[src/core/tmr_consts.vh]
// constants for the reloadable timer with capture and pwm
`ifndef TMR_CONSTS_VH
`define TMR_CONSTS_VH
// ---------------------------------------------------------------
// register offsets (byte addresses)
// ---------------------------------------------------------------
`define TMR_CNT_ADDR    8'h00
`define TMR_CMP_ADDR    8'h04
`define TMR_PWM_ADDR    8'h08
`define TMR_CAP_ADDR    8'h0c
`define TMR_CTRL_ADDR   8'h10
`define TMR_PRES_ADDR   8'h14
`define TMR_STAT_ADDR   8'h18
`define TMR_SWEV_ADDR   8'h1c
// ---------------------------------------------------------------
// control word fields, per half: a in [15:0], b in [31:16]
// ---------------------------------------------------------------
`define TMR_EN_BIT      0
`define TMR_MODE_LSB    1
`define TMR_MODE_W      3
`define TMR_POL_BIT     4
`define TMR_CLKSEL_LSB  5
`define TMR_CAPSEL_LSB  7
`define TMR_IE_BIT      9
`define TMR_WAKE_BIT    10
`define TMR_CASC_BIT    11
`define TMR_DUAL_BIT    12
`define TMR_CTRL_RST    32'h0000_0000
`define TMR_CNT_RST     32'h0000_0000
`define TMR_RELOAD      32'h0000_0001
`define TMR_CMP_RST     32'hffff_ffff
`define TMR_PRES_RST    32'h0001_0001
// ---------------------------------------------------------------
// mode codes
// ---------------------------------------------------------------
`define MODE_ONESHOT    3'h0
`define MODE_CONT       3'h1
`define MODE_COUNTER    3'h2
`define MODE_PWM        3'h3
`define MODE_CAPTURE    3'h4
`define MODE_COMPARE    3'h5
`define MODE_GATED      3'h6
`define MODE_CAPCMP     3'h7
`define PRES_MAX        13'h1000
`endif

[src/core/tmr_prescaler.v]
// prescaler producing a one-cycle count tick from a source enable
`timescale 1ns/1ns
module tmr_prescaler #(
   parameter W = 13
) (
   input  wire         ref_clk, // system clock
   input  wire         rst,     // sync reset, high
   input  wire         run,     // half enabled
   input  wire         src_tick,// selected source tick
   input  wire [W-1:0] div,     // division value, 0 read as 1
   output wire         tick     // count clock tick
);
   reg  [W-1:0] cnt_ff;
   wire [W-1:0] lim = (div == {W{1'b0}}) ? {W{1'b0}} : div - 1'b1;

   // divide source ticks by div; 1 passes every tick through
   always @(posedge ref_clk) begin
      if (rst || !run)
         cnt_ff <= {W{1'b0}};
      else if (src_tick)
         cnt_ff <= (cnt_ff >= lim) ? {W{1'b0}} : cnt_ff + 1'b1;
   end
   assign tick = run && src_tick && (cnt_ff >= lim);
endmodule // tmr_prescaler

[src/core/tmr_half.v]
// one timer half: count, mode logic, capture, output pin
`timescale 1ns/1ns
`include "tmr_consts.vh"
module tmr_half #(
   parameter W = 16
) (
   input  wire         ref_clk,  // system clock
   input  wire         rst,      // sync reset, high
   input  wire         en,       // half enabled
   input  wire [2:0]   mode,     // operating mode
   input  wire         pol,      // input active level / edge
   input  wire         tick,     // prescaled count tick
   input  wire         cap_in,   // selected capture source level
   input  wire         sw_ev,    // software capture event
   input  wire         pin_in,   // timer input pin
   input  wire [W-1:0] term,     // terminal value
   input  wire [W-1:0] pwm_th,   // pwm threshold
   input  wire [W-1:0] off_time, // pwm dead time in ticks
   input  wire         cnt_we,   // software count write
   input  wire [W-1:0] cnt_wd,   // count write data
   output reg  [W-1:0] cnt_ff,   // count
   output reg  [W-1:0] cap_ff,   // captured count
   output reg          out_ff,   // timer output / pwm main
   output reg          outn_ff,  // pwm complementary
   output wire         period    // one-cycle end of period
);
   reg pin_ff;   // pin latched on count tick
   reg cap_l_ff; // capture source latched on count tick
   reg stop_ff;  // one-shot halted
   wire pin_act = pin_ff ^ ~pol;
   wire pin_new = pin_in ^ ~pol;
   wire at_term = (cnt_ff >= term);
   wire cap_edge = tick && (cap_in != cap_l_ff) && (cap_in == pol);
   wire deassert = tick && pin_act && !pin_new;
   reg  adv;

   // input pin and capture source latched on the count clock
   always @(posedge ref_clk) begin
      if (rst) begin
         pin_ff   <= 1'b0;
         cap_l_ff <= 1'b0;
      end else if (tick) begin
         pin_ff   <= pin_in;
         cap_l_ff <= cap_in;
      end
   end

   // which mode lets the count move this cycle
   always @* begin
      case (mode)
         `MODE_COUNTER: adv = tick && pin_new && !pin_act;
         `MODE_GATED:   adv = tick && pin_act;
         `MODE_CAPCMP:  adv = tick && pin_act;
         `MODE_ONESHOT: adv = tick && !stop_ff;
         default:       adv = tick;
      endcase
   end
   assign period = en && adv && at_term;

   // count register: reload to one after the terminal value; one-shot holds at the terminal value
   always @(posedge ref_clk) begin
      if (rst) begin
         cnt_ff  <= {W{1'b0}};
         stop_ff <= 1'b0;
      end else if (cnt_we) begin
         cnt_ff  <= cnt_wd;
         stop_ff <= 1'b0;
      end else if (!en) begin
         stop_ff <= 1'b0;
      end else if (period) begin
         cnt_ff  <= (mode == `MODE_ONESHOT) ? cnt_ff : {{(W-1){1'b0}}, 1'b1};
         stop_ff <= (mode == `MODE_ONESHOT);
      end else if (adv) begin
         cnt_ff <= cnt_ff + 1'b1;
      end
   end

   // capture, including software event which needs no tick
   always @(posedge ref_clk) begin
      if (rst)
         cap_ff <= {W{1'b0}};
      else if (en && mode == `MODE_CAPTURE && (cap_edge || sw_ev))
         cap_ff <= cnt_ff;
      else if (en && mode == `MODE_CAPCMP && deassert)
         // the last gated step lands on this edge; keep it in the snapshot
         cap_ff <= cnt_ff + {{(W-1){1'b0}}, adv};
   end

   // output pin: event toggle or non-overlapping pwm pair
   always @(posedge ref_clk) begin
      if (rst || !en) begin
         out_ff  <= 1'b0;
         outn_ff <= 1'b0;
      end else if (mode == `MODE_PWM) begin
         // dead band of off_time ticks either side of the threshold
         out_ff  <= (cnt_ff >= pwm_th + off_time);
         outn_ff <= (cnt_ff + off_time < pwm_th);
      end else if (period && (mode == `MODE_COMPARE || mode == `MODE_CONT
                              || mode == `MODE_ONESHOT)) begin
         out_ff  <= ~out_ff;
         outn_ff <= 1'b0;
      end
   end
endmodule // tmr_half

[src/core/tmr_top.v]
// reloadable timer: register port, clock select, cascade/dual halves
//
// Added by the designer: the placing of the registers and the address-and-strobe port.
`timescale 1ns/1ns
`include "tmr_consts.vh"
module tmr_top #(
   parameter LOW_POWER = 0 // 1: single counter only, wake allowed
) (
   input  wire        ref_clk,   // system clock, 10 MHz
   input  wire        rst,       // sync reset, high
   input  wire [7:0]  addr,      // register byte address
   input  wire [31:0] wdata,     // write data
   input  wire        wr,        // write strobe
   input  wire        rd,        // read strobe
   output reg  [31:0] rdata_ff,  // read data, cycle after rd
   input  wire [3:0]  clk_src,   // four source ticks
   input  wire        pin_in,    // timer input pin
   input  wire [1:0]  sib_io,    // two sibling timer io signals
   output wire        pin_out,   // timer output pin
   output wire        pin_outn,  // complementary pwm output
   output wire        irq,       // interrupt, level
   output reg         wake_ff    // wake request to power control
);
   reg  [31:0] ctrl_ff, cmp_ff, pwm_ff, pres_ff, off_ff;
   reg  [1:0]  flag_ff;
   wire [31:0] cnt, cap;
   wire [1:0]  period, tk, out, outn;
   wire        casc = ctrl_ff[`TMR_CASC_BIT] && (LOW_POWER == 0);
   wire        dual = ctrl_ff[`TMR_DUAL_BIT] && (LOW_POWER == 0) && !casc;
   wire        wr_cnt = wr && addr == `TMR_CNT_ADDR;
   wire        sw_ev  = wr && addr == `TMR_SWEV_ADDR && LOW_POWER == 0;

   // ---------------------------------------------------------------
   // register writes
   // ---------------------------------------------------------------
   always @(posedge ref_clk) begin
      if (rst) begin
         ctrl_ff <= `TMR_CTRL_RST;
         cmp_ff  <= `TMR_CMP_RST;
         pwm_ff  <= 32'h0000_0000;
         pres_ff <= `TMR_PRES_RST;
         off_ff  <= 32'h0000_0000;
      end else if (wr) begin
         case (addr)
            `TMR_CTRL_ADDR: ctrl_ff <= wdata;
            `TMR_CMP_ADDR:  cmp_ff  <= wdata;
            `TMR_PWM_ADDR:  pwm_ff  <= wdata;
            `TMR_PRES_ADDR: pres_ff <= wdata;
            `TMR_CAP_ADDR:  off_ff  <= wdata; // cap is read-only; write sets off-time
            default: ;
         endcase
      end
   end

   // sticky period flags; set beats write-one clear
   always @(posedge ref_clk) begin
      if (rst)
         flag_ff <= 2'b00;
      else
         flag_ff <= period | (flag_ff &
                    ~((wr && addr == `TMR_STAT_ADDR) ? wdata[1:0] : 2'b00));
   end
   assign irq = |(flag_ff & {ctrl_ff[16+`TMR_IE_BIT], ctrl_ff[`TMR_IE_BIT]});

   // wake request from a low-power instance with wake enabled while a period flag is set
   always @(posedge ref_clk) begin
      if (rst)
         wake_ff <= 1'b0;
      else
         wake_ff <= (LOW_POWER != 0) && ctrl_ff[`TMR_WAKE_BIT] && (|flag_ff);
   end

   // ---------------------------------------------------------------
   // read port
   // ---------------------------------------------------------------
   always @(posedge ref_clk) begin
      if (rst)
         rdata_ff <= 32'h0000_0000;
      else if (rd) begin
         case (addr)
            `TMR_CNT_ADDR:  rdata_ff <= cnt;
            `TMR_CMP_ADDR:  rdata_ff <= cmp_ff;
            `TMR_PWM_ADDR:  rdata_ff <= pwm_ff;
            `TMR_CAP_ADDR:  rdata_ff <= cap;
            `TMR_CTRL_ADDR: rdata_ff <= ctrl_ff;
            `TMR_PRES_ADDR: rdata_ff <= pres_ff;
            `TMR_STAT_ADDR: rdata_ff <= {30'h0, flag_ff};
            default:        rdata_ff <= 32'h0000_0000; // unmapped reads zero
         endcase
      end else
         rdata_ff <= 32'h0000_0000;
   end

   // ---------------------------------------------------------------
   // two halves; in cascade the upper half steps on lower period
   // ---------------------------------------------------------------
   genvar g;
   generate
      for (g = 0; g < 2; g = g + 1) begin : half
         wire [15:0] c = ctrl_ff[16*g +: 16];
         wire        hen = (g == 0) ? c[`TMR_EN_BIT]
                         : (casc ? ctrl_ff[`TMR_EN_BIT] : (dual && c[`TMR_EN_BIT]));
         wire [1:0]  cs = casc ? ctrl_ff[`TMR_CLKSEL_LSB +: 2] : c[`TMR_CLKSEL_LSB +: 2];
         wire [1:0]  ks = c[`TMR_CAPSEL_LSB +: 2];
         wire [3:0]  cap_srcs = {1'b0, sib_io, pin_in};
         wire        ptick;
         tmr_prescaler #(.W(13)) u_pres (
            .ref_clk  (ref_clk),
            .rst      (rst),
            .run      (hen),
            .src_tick (clk_src[cs]),
            .div      (pres_ff[16*g +: 13]),
            .tick     (ptick)
         );
         assign tk[g] = (g == 1 && casc) ? period[0] : ptick;
         tmr_half #(.W(16)) u_half (
            .ref_clk  (ref_clk),
            .rst      (rst),
            .en       (hen),
            .mode     (casc ? ctrl_ff[`TMR_MODE_LSB +: 3] : c[`TMR_MODE_LSB +: 3]),
            .pol      (c[`TMR_POL_BIT]),
            .tick     (tk[g]),
            .cap_in   (cap_srcs[ks]),
            .sw_ev    (sw_ev && ks == 2'd3),
            .pin_in   (pin_in),
            .term     (cmp_ff[16*g +: 16]),
            .pwm_th   (pwm_ff[16*g +: 16]),
            .off_time (off_ff[16*g +: 16]),
            .cnt_we   (wr_cnt),
            .cnt_wd   (wdata[16*g +: 16]),
            .cnt_ff   (cnt[16*g +: 16]),
            .cap_ff   (cap[16*g +: 16]),
            .out_ff   (out[g]),
            .outn_ff  (outn[g]),
            .period   (period[g])
         );
      end
   endgenerate

   // output pin follows lower half; upper half output in dual mode
   assign pin_out  = out[0] | (dual & out[1]);
   assign pin_outn = outn[0];
endmodule // tmr_top

[config.mk]
export PLATFORM = sky130hd
export DESIGN_NAME = tmr_top
export DESIGN_NICKNAME = d
export VERILOG_FILES = /design/src/core/tmr_prescaler.v /design/src/core/tmr_half.v /design/src/core/tmr_top.v
export VERILOG_INCLUDE_DIRS = /design/src /design/src/core
export SDC_FILE = /design/constraint.sdc
export NUM_CORES = 1
export LEC_CHECK = 0
export BUFFER_PORTS_ARGS = -buffer_cell sky130_fd_sc_hd__buf_4
export CORE_UTILIZATION = 55
export DETAILED_ROUTE_END_ITERATION = 7
export PLACE_DENSITY = 0.77
export SETUP_SLACK_MARGIN = 0.5
export SYNTH_ARGS = -nofsm -noshare
export SYNTH_HDL_FRONTEND = slang
export SYNTH_SLANG_ARGS = --single-unit
export TNS_END_PERCENT = 30
[constraint.sdc]
create_clock -name ref_clk -period 13.5 [get_ports ref_clk]
set_input_delay 0.675 -clock ref_clk [delete_from_list [all_inputs] [get_ports ref_clk]]
set_output_delay 0.675 -clock ref_clk [all_outputs]
set_load 0.005 [all_outputs]
# Word level (Yosys, flattened, before mapping)
# Index checks and enable logic that the tools add are counted.
# op_classes
addsub	11
bitwise	17
n_lt_le_gt_ge	11
muxes	40
eq_ne	29
n_reduce_logical	82
# ops
cell	count
16-bit two-way mux	14
32-bit one-hot mux with 7 select lines	1
16-bit greater-or-equal comparator	4
13-bit two-way mux	4
16-bit adder	3
1-bit logical AND	39
16-bit by 1-bit adder with 16-bit output	2
16-bit by 1-bit adder with 16-bit output (second input constant)	2
8-bit by 5-bit == test with 1-bit output (second input constant)	4
13-bit by 1-bit adder with 13-bit output (second input constant)	2
13-bit greater-or-equal comparator	2
13-bit logical NOT	2
13-bit by 1-bit subtractor with 13-bit output (second input constant)	2
3-bit == test (second input constant)	8
8-bit by 4-bit == test with 1-bit output (second input constant)	2
16-bit < comparator	1
3-bit by 2-bit == test with 1-bit output (second input constant)	4
2-bit by 3-bit < comparator with 1-bit output (second input constant)	4
1-bit two-way mux	12
2-bit nonzero test	6
2-bit AND reduction	5
1-bit logical NOT	9
1-bit binary-select mux with 2-bit select	4
8-bit by 3-bit == test with 1-bit output (second input constant)	1
other kinds (23)	53
# word_totals
word_cells	212
output_inout_bits	36
in_bits	51
ff_bits	293

# Logic depth before layout (Yosys ltp)
# depth
depth_word	18
mapped_depth	25
depth_no_buf	24

# Cells and area by module
# From an unflattened synthesis, not the netlist that was laid out.
# unflattened
cells_unflattened	2443
area_unflattened_um2	19752.7
# modules_own_cells
module	seq_area_each_um2	cells_per_inst	area_per_inst_um2	instances
tmr_top	3883.7	958	8192.9	1
tmr_half (half[1].u_half)	740.7	603	4611.9	1
tmr_half (half[0].u_half)	740.7	596	4603.2	1
tmr_prescaler	260.2	143	1172.4	2

# Worst setup path after synthesis
# No wires, ideal clock.
# synth_path
path_type	flip-flop to flip-flop
startpoint	register pres_ff[18]
endpoint	register half[1].u_half.cap_ff[11]
path_stages_with_launch	22
required_time_ns	13.414
synth_period_minus_slack_ns	4.811
n_path_buf	0
arrival_ns	4.726
slack_ns	8.689
setup_time_ns	0.086
cell_sequence	dfxtp_1 > or4_1 > or4_1 > or4_1 > and2_1 > ha_1 > nand2b_1 > a211oi_1 > o21ai_0 > a211o_1 > nand3_2 > a21o_1 > inv_1 > ha_1 > nand2_1 > nor2_1 > nand2_1 > or2_2 > nor4_1 > a21oi_1 > o21ba_2 > a211oi_1
# synth_between
elab_chain_len	11
word_cells_on_any_way	21
cone_classes	add/sub (2); order compare (1); mux (5); reduce/logical (13)
# synth_rtl
element	line	rtl
start, declared	tmr_top.v:24	reg [31:0] ctrl_ff, cmp_ff, pwm_ff, pres_ff, off_ff;
start signal, assigned	tmr_top.v:41	pres_ff <= `TMR_PRES_RST;
start signal, assigned	tmr_top.v:48	`TMR_PRES_ADDR: pres_ff <= wdata;
13-bit by 1-bit subtractor with 13-bit output or 13-bit logical NOT (tied branches)	tmr_prescaler.v:14	wire [W-1:0] lim = (div == {W{1'b0}}) ? {W{1'b0}} : div - 1'b1;
13-bit two-way mux (*)	tmr_prescaler.v:14	
13-bit greater-or-equal comparator (*)	tmr_prescaler.v:23	assign tick = run && src_tick && (cnt_ff >= lim);
1-bit logical AND (*)	tmr_prescaler.v:23	
1-bit two-way mux (*)	tmr_top.v:115	assign tk[g] = (g == 1 && casc) ? period[0] : ptick;
1-bit logical AND (2 in series)	tmr_half.v:51	`MODE_COUNTER: adv = tick && pin_new && !pin_act;
1-bit one-hot mux with 3 select lines	tmr_half.v:50	case (mode)
16-bit by 1-bit adder with 16-bit output	tmr_half.v:86	cap_ff <= cnt_ff + {{(W-1){1'b0}}, adv};
16-bit two-way mux	tmr_half.v:84	else if (en && mode == `MODE_CAPCMP && deassert)
16-bit two-way mux	tmr_half.v:82	else if (en && mode == `MODE_CAPTURE && (cap_edge || sw_ev))
end signal, assigned	tmr_half.v:81	cap_ff <= {W{1'b0}};
end signal, assigned	tmr_half.v:83	cap_ff <= cnt_ff;
end signal, assigned	tmr_half.v:86	
end, declared	tmr_half.v:22	output reg [W-1:0] cap_ff,
# Every way passes the cells marked *; elsewhere a longest branch is shown, timed or not. The select of a mux whose other input is x is not followed.
# A chain may end at the register's enable or synchronous reset.

# Final worst setup path
# Ends and elaborated chain as after synthesis.

==> results.tsv <==
metric	value	unit
status	finished clean	
dp_hpwl	39.4	mm
cts_tree	yes	
switching_share	22.7	%
multiInputGateArea	0.0111	mm²
drive_gt1_share	9.64	%
ys_seq_area_share	32.9	%
regArea	0.00587	mm²
worstHoldStart	wdata[30]	
final_cell_mix	nand2_1 (421), dfxtp_1 (293), a21oi_1 (271)	
drt-initial-drc-count	2009	
clock_power_share	51.1	%
p_int	1.48	mW
via_per_inst	6.43	
rr_startpoint	pres_ff[18]	
die_x	182	µm
cts-root-buf	clkbuf_16	
hp-class	in -> reg	
finalCritPeriodShare	43.3	%
worstPathMaxFanout	12	
ir_drop	0.0948	mV
min_to	pwm_ff[30]	
n_fill_cell	2772	
path_clk_slew	0.06	ns
holdWs	0.440	ns
synthMuxAreaShare	2.46	%
clock_latency	0.53	ns
start_util	56.2	%
power_switching	0.433	mW
fin_setup_tns	0	ns
async_flop_share	0	%
grt_pass1_wl	88.2	mm
leakage	7.74	nW
setup.worst_path.end_class	flop	
synth_flop_cell	dfxtp_1	
synth_warnings	0	
num_rows	65	
synth_cells	2260	
cts_sinks	293	
fin_crit	5.84	ns
ctsResizeCount	0	
synth-seq-cells	293	
cp-start-kind	flop	
drc	0	
place_inst	2634	
diodes	0	
grt_pass1_vias	16300	
routedWlPerCell	20.7	µm
die_area	0.0331	mm²
boundaryPins	87	
timing.rr.end	half[1].u_half.cap_ff[11]	
grt_usage	33.2	%
synth_xor_xnor_area_share	4.72	%
firstDrtPassIters	7	
synth_area_leaders	dfxtp_1 (33%), ha_1 (11%), nand2_1 (8.9%)	
timing.final.ws_setup	7.66	ns
synth-compound-area-share	23.1	%
area_growth	11.2	%
fin_skew	0.0227	ns
r2r_cells	21	
synth_top_family_by_area	compound AO/OA/AOI/OAI gates	
critPathKind	reg -> reg	
cts_setup_buffers	0	
power_frac_seq	45.4	%
reg2reg_setup_slack	7.66	ns
numCtsBuffers	34	
synth-edff-count	0	
synthAdderAreaFrac	11.6	%
io_buffers	85	
hold_path_depth	3	
fin_cells	2695	
nNetsFinal	2482	
place_congestion	0.914	
required	13.94	ns
vias	17300	
grt_max_degree	102	
synth_simple_gate_area_share	20.1	%
synth.avg_cell_area	7.89	µm²
grt_overflow	0	
ant_nets	0	
final_common_cell	nand2_1	
h-tree-depth	2	
finalSetupViolCount	0	
hold_viol	0	
tightest_slew	1.20	ns
design.core.area	0.0317	mm²
clockBufferDepth	3	
maxCapViolCount	0	
crit_arrival	6.29	ns
power_density	96.5	mW/mm²
power_frac_comb	3.6	%
fin_area	0.0198	mm²
die_y	182	µm
place_area	0.0187	mm²
fmax	0.171	GHz
max-slew-margin-rel	20.0	%
drv_slew	0	
synth.distinct_cells	86	
rsz0062_at_grt	no	
post-synth-top-area-fraction	32.9	%
synth_top_area_cell	dfxtp_1	
syn-cell-area	0.0178	mm²
hold_buffers	0	
drt_wl_total	55.8	mm
antenna_found_initial	1	
post-place-ws	7.81	ns
syn_nets	2474	
metrics by stage:
step / power [mW] / util [%]
2_1_floorplan: 0.917 / -
3_3_place_gp: 0.952 / 58.8
3_5_place_dp: 0.953 / 58.8
4_1_cts: 1.91 / 62.5
5_1_grt: 1.96 / 62.5
6_report: 1.91 / 62.5
layout make-up:
class	instances	area share (%)
multi-input cells	1736	56.1
flip-flops and latches	293	29.6
clock buffers	48	5.03
repair buffers	107	4.07
well taps	402	2.54
inverters	96	1.82
clock inverters	13	0.877
state kept, by name (all words and copies together), names as in the netlist:
register,cells
cmp_ff,32
ctrl_ff,32
half.u_half.cap_ff,32
half.u_half.cnt_ff,32
off_ff,32
pres_ff,32
pwm_ff,32
rdata_ff,32
half.u_pres.cnt_ff,26
flag_ff,2
half.u_half.cap_l_ff,2
half.u_half.out_ff,2
half.u_half.pin_ff,2
half.u_half.stop_ff,2
half.u_half.outn_ff,1
power by group through the flow:
stage | Sequential (mW) | Combinational (mW) | Clock, mW
detailed placement | 0.887 | 0.0661 | 0
finish | 0.868 | 0.0686 | 0.977
global route | 0.868 | 0.0718 | 1.02
floorplan | 0.886 | 0.0308 | 0
global placement | 0.887 | 0.0653 | 0
CTS | 0.868 | 0.0663 | 0.980
cell families after synthesis:
kind of cell    Yosys count
compound gates          640
xor+xnor                 96
flops                   293
other cells               1
fa+ha+maj               163
buf+inv                 231
simple gates            798
mux                      38
worst max-delay path, stage by stage, from the launching register on:
cell      delay [ns]
dfxtp_1         0.37
or4_1           0.59
or4_1           0.55
or4_1           0.74
and2_1          0.26
ha_1            0.26
nand2b_1        0.10
a211oi_1        0.06
o21ai_0         0.17
a211o_1         0.19
nand3_2         0.11
a21o_1          0.27
inv_1           0.13
ha_1            0.21
nand2_1         0.10
nor2_1          0.12
nand2_1         0.10
or2_2           0.32
nor4_1          0.52
a21oi_1         0.15
o21ba_2         0.24
a211oi_1        0.19
routing by layer:
layer,GRT usage [%],wire length (µm),vias up
met2,53.5,25400,868
li1,-,-,8115
met4,12.8,2070,2
met5,0,14,-
met3,6.00,5290,141
met1,44.0,22900,8207
synth_stat cells (17+ instances only):
library cell  instances
o21ai_0              84
nand2_1             421
xnor2_1              50
ha_1                160
nand4_1              23
dfxtp_1             293
or3_1                18
inv_1                94
clkbuf_1            117
nor2_1              129
o211ai_1             39
a21o_1               29
and3_1               17
a22oi_1              35
nor3_1               49
xor2_1               46
a222oi_1             37
mux2_2               18
a211oi_1             20
nand3_1              41
a21oi_1             271
how the worst max path moves through the flow:
stage,endpoint,from,cells after the start
after floorplan,half[1].u_half.cap_ff[11],pres_ff[18],21
after global placement,half[1].u_half.cap_ff[11],pres_ff[18],21
after detailed placement,half[1].u_half.cap_ff[11],pres_ff[18],21
after CTS,half[1].u_half.cap_ff[11],pres_ff[18],21
after global routing,half[1].u_half.cap_ff[14],pres_ff[18],22
final,half[1].u_half.cap_ff[11],pres_ff[18],21
Note: power is estimated with default switching activity, not from simulation.
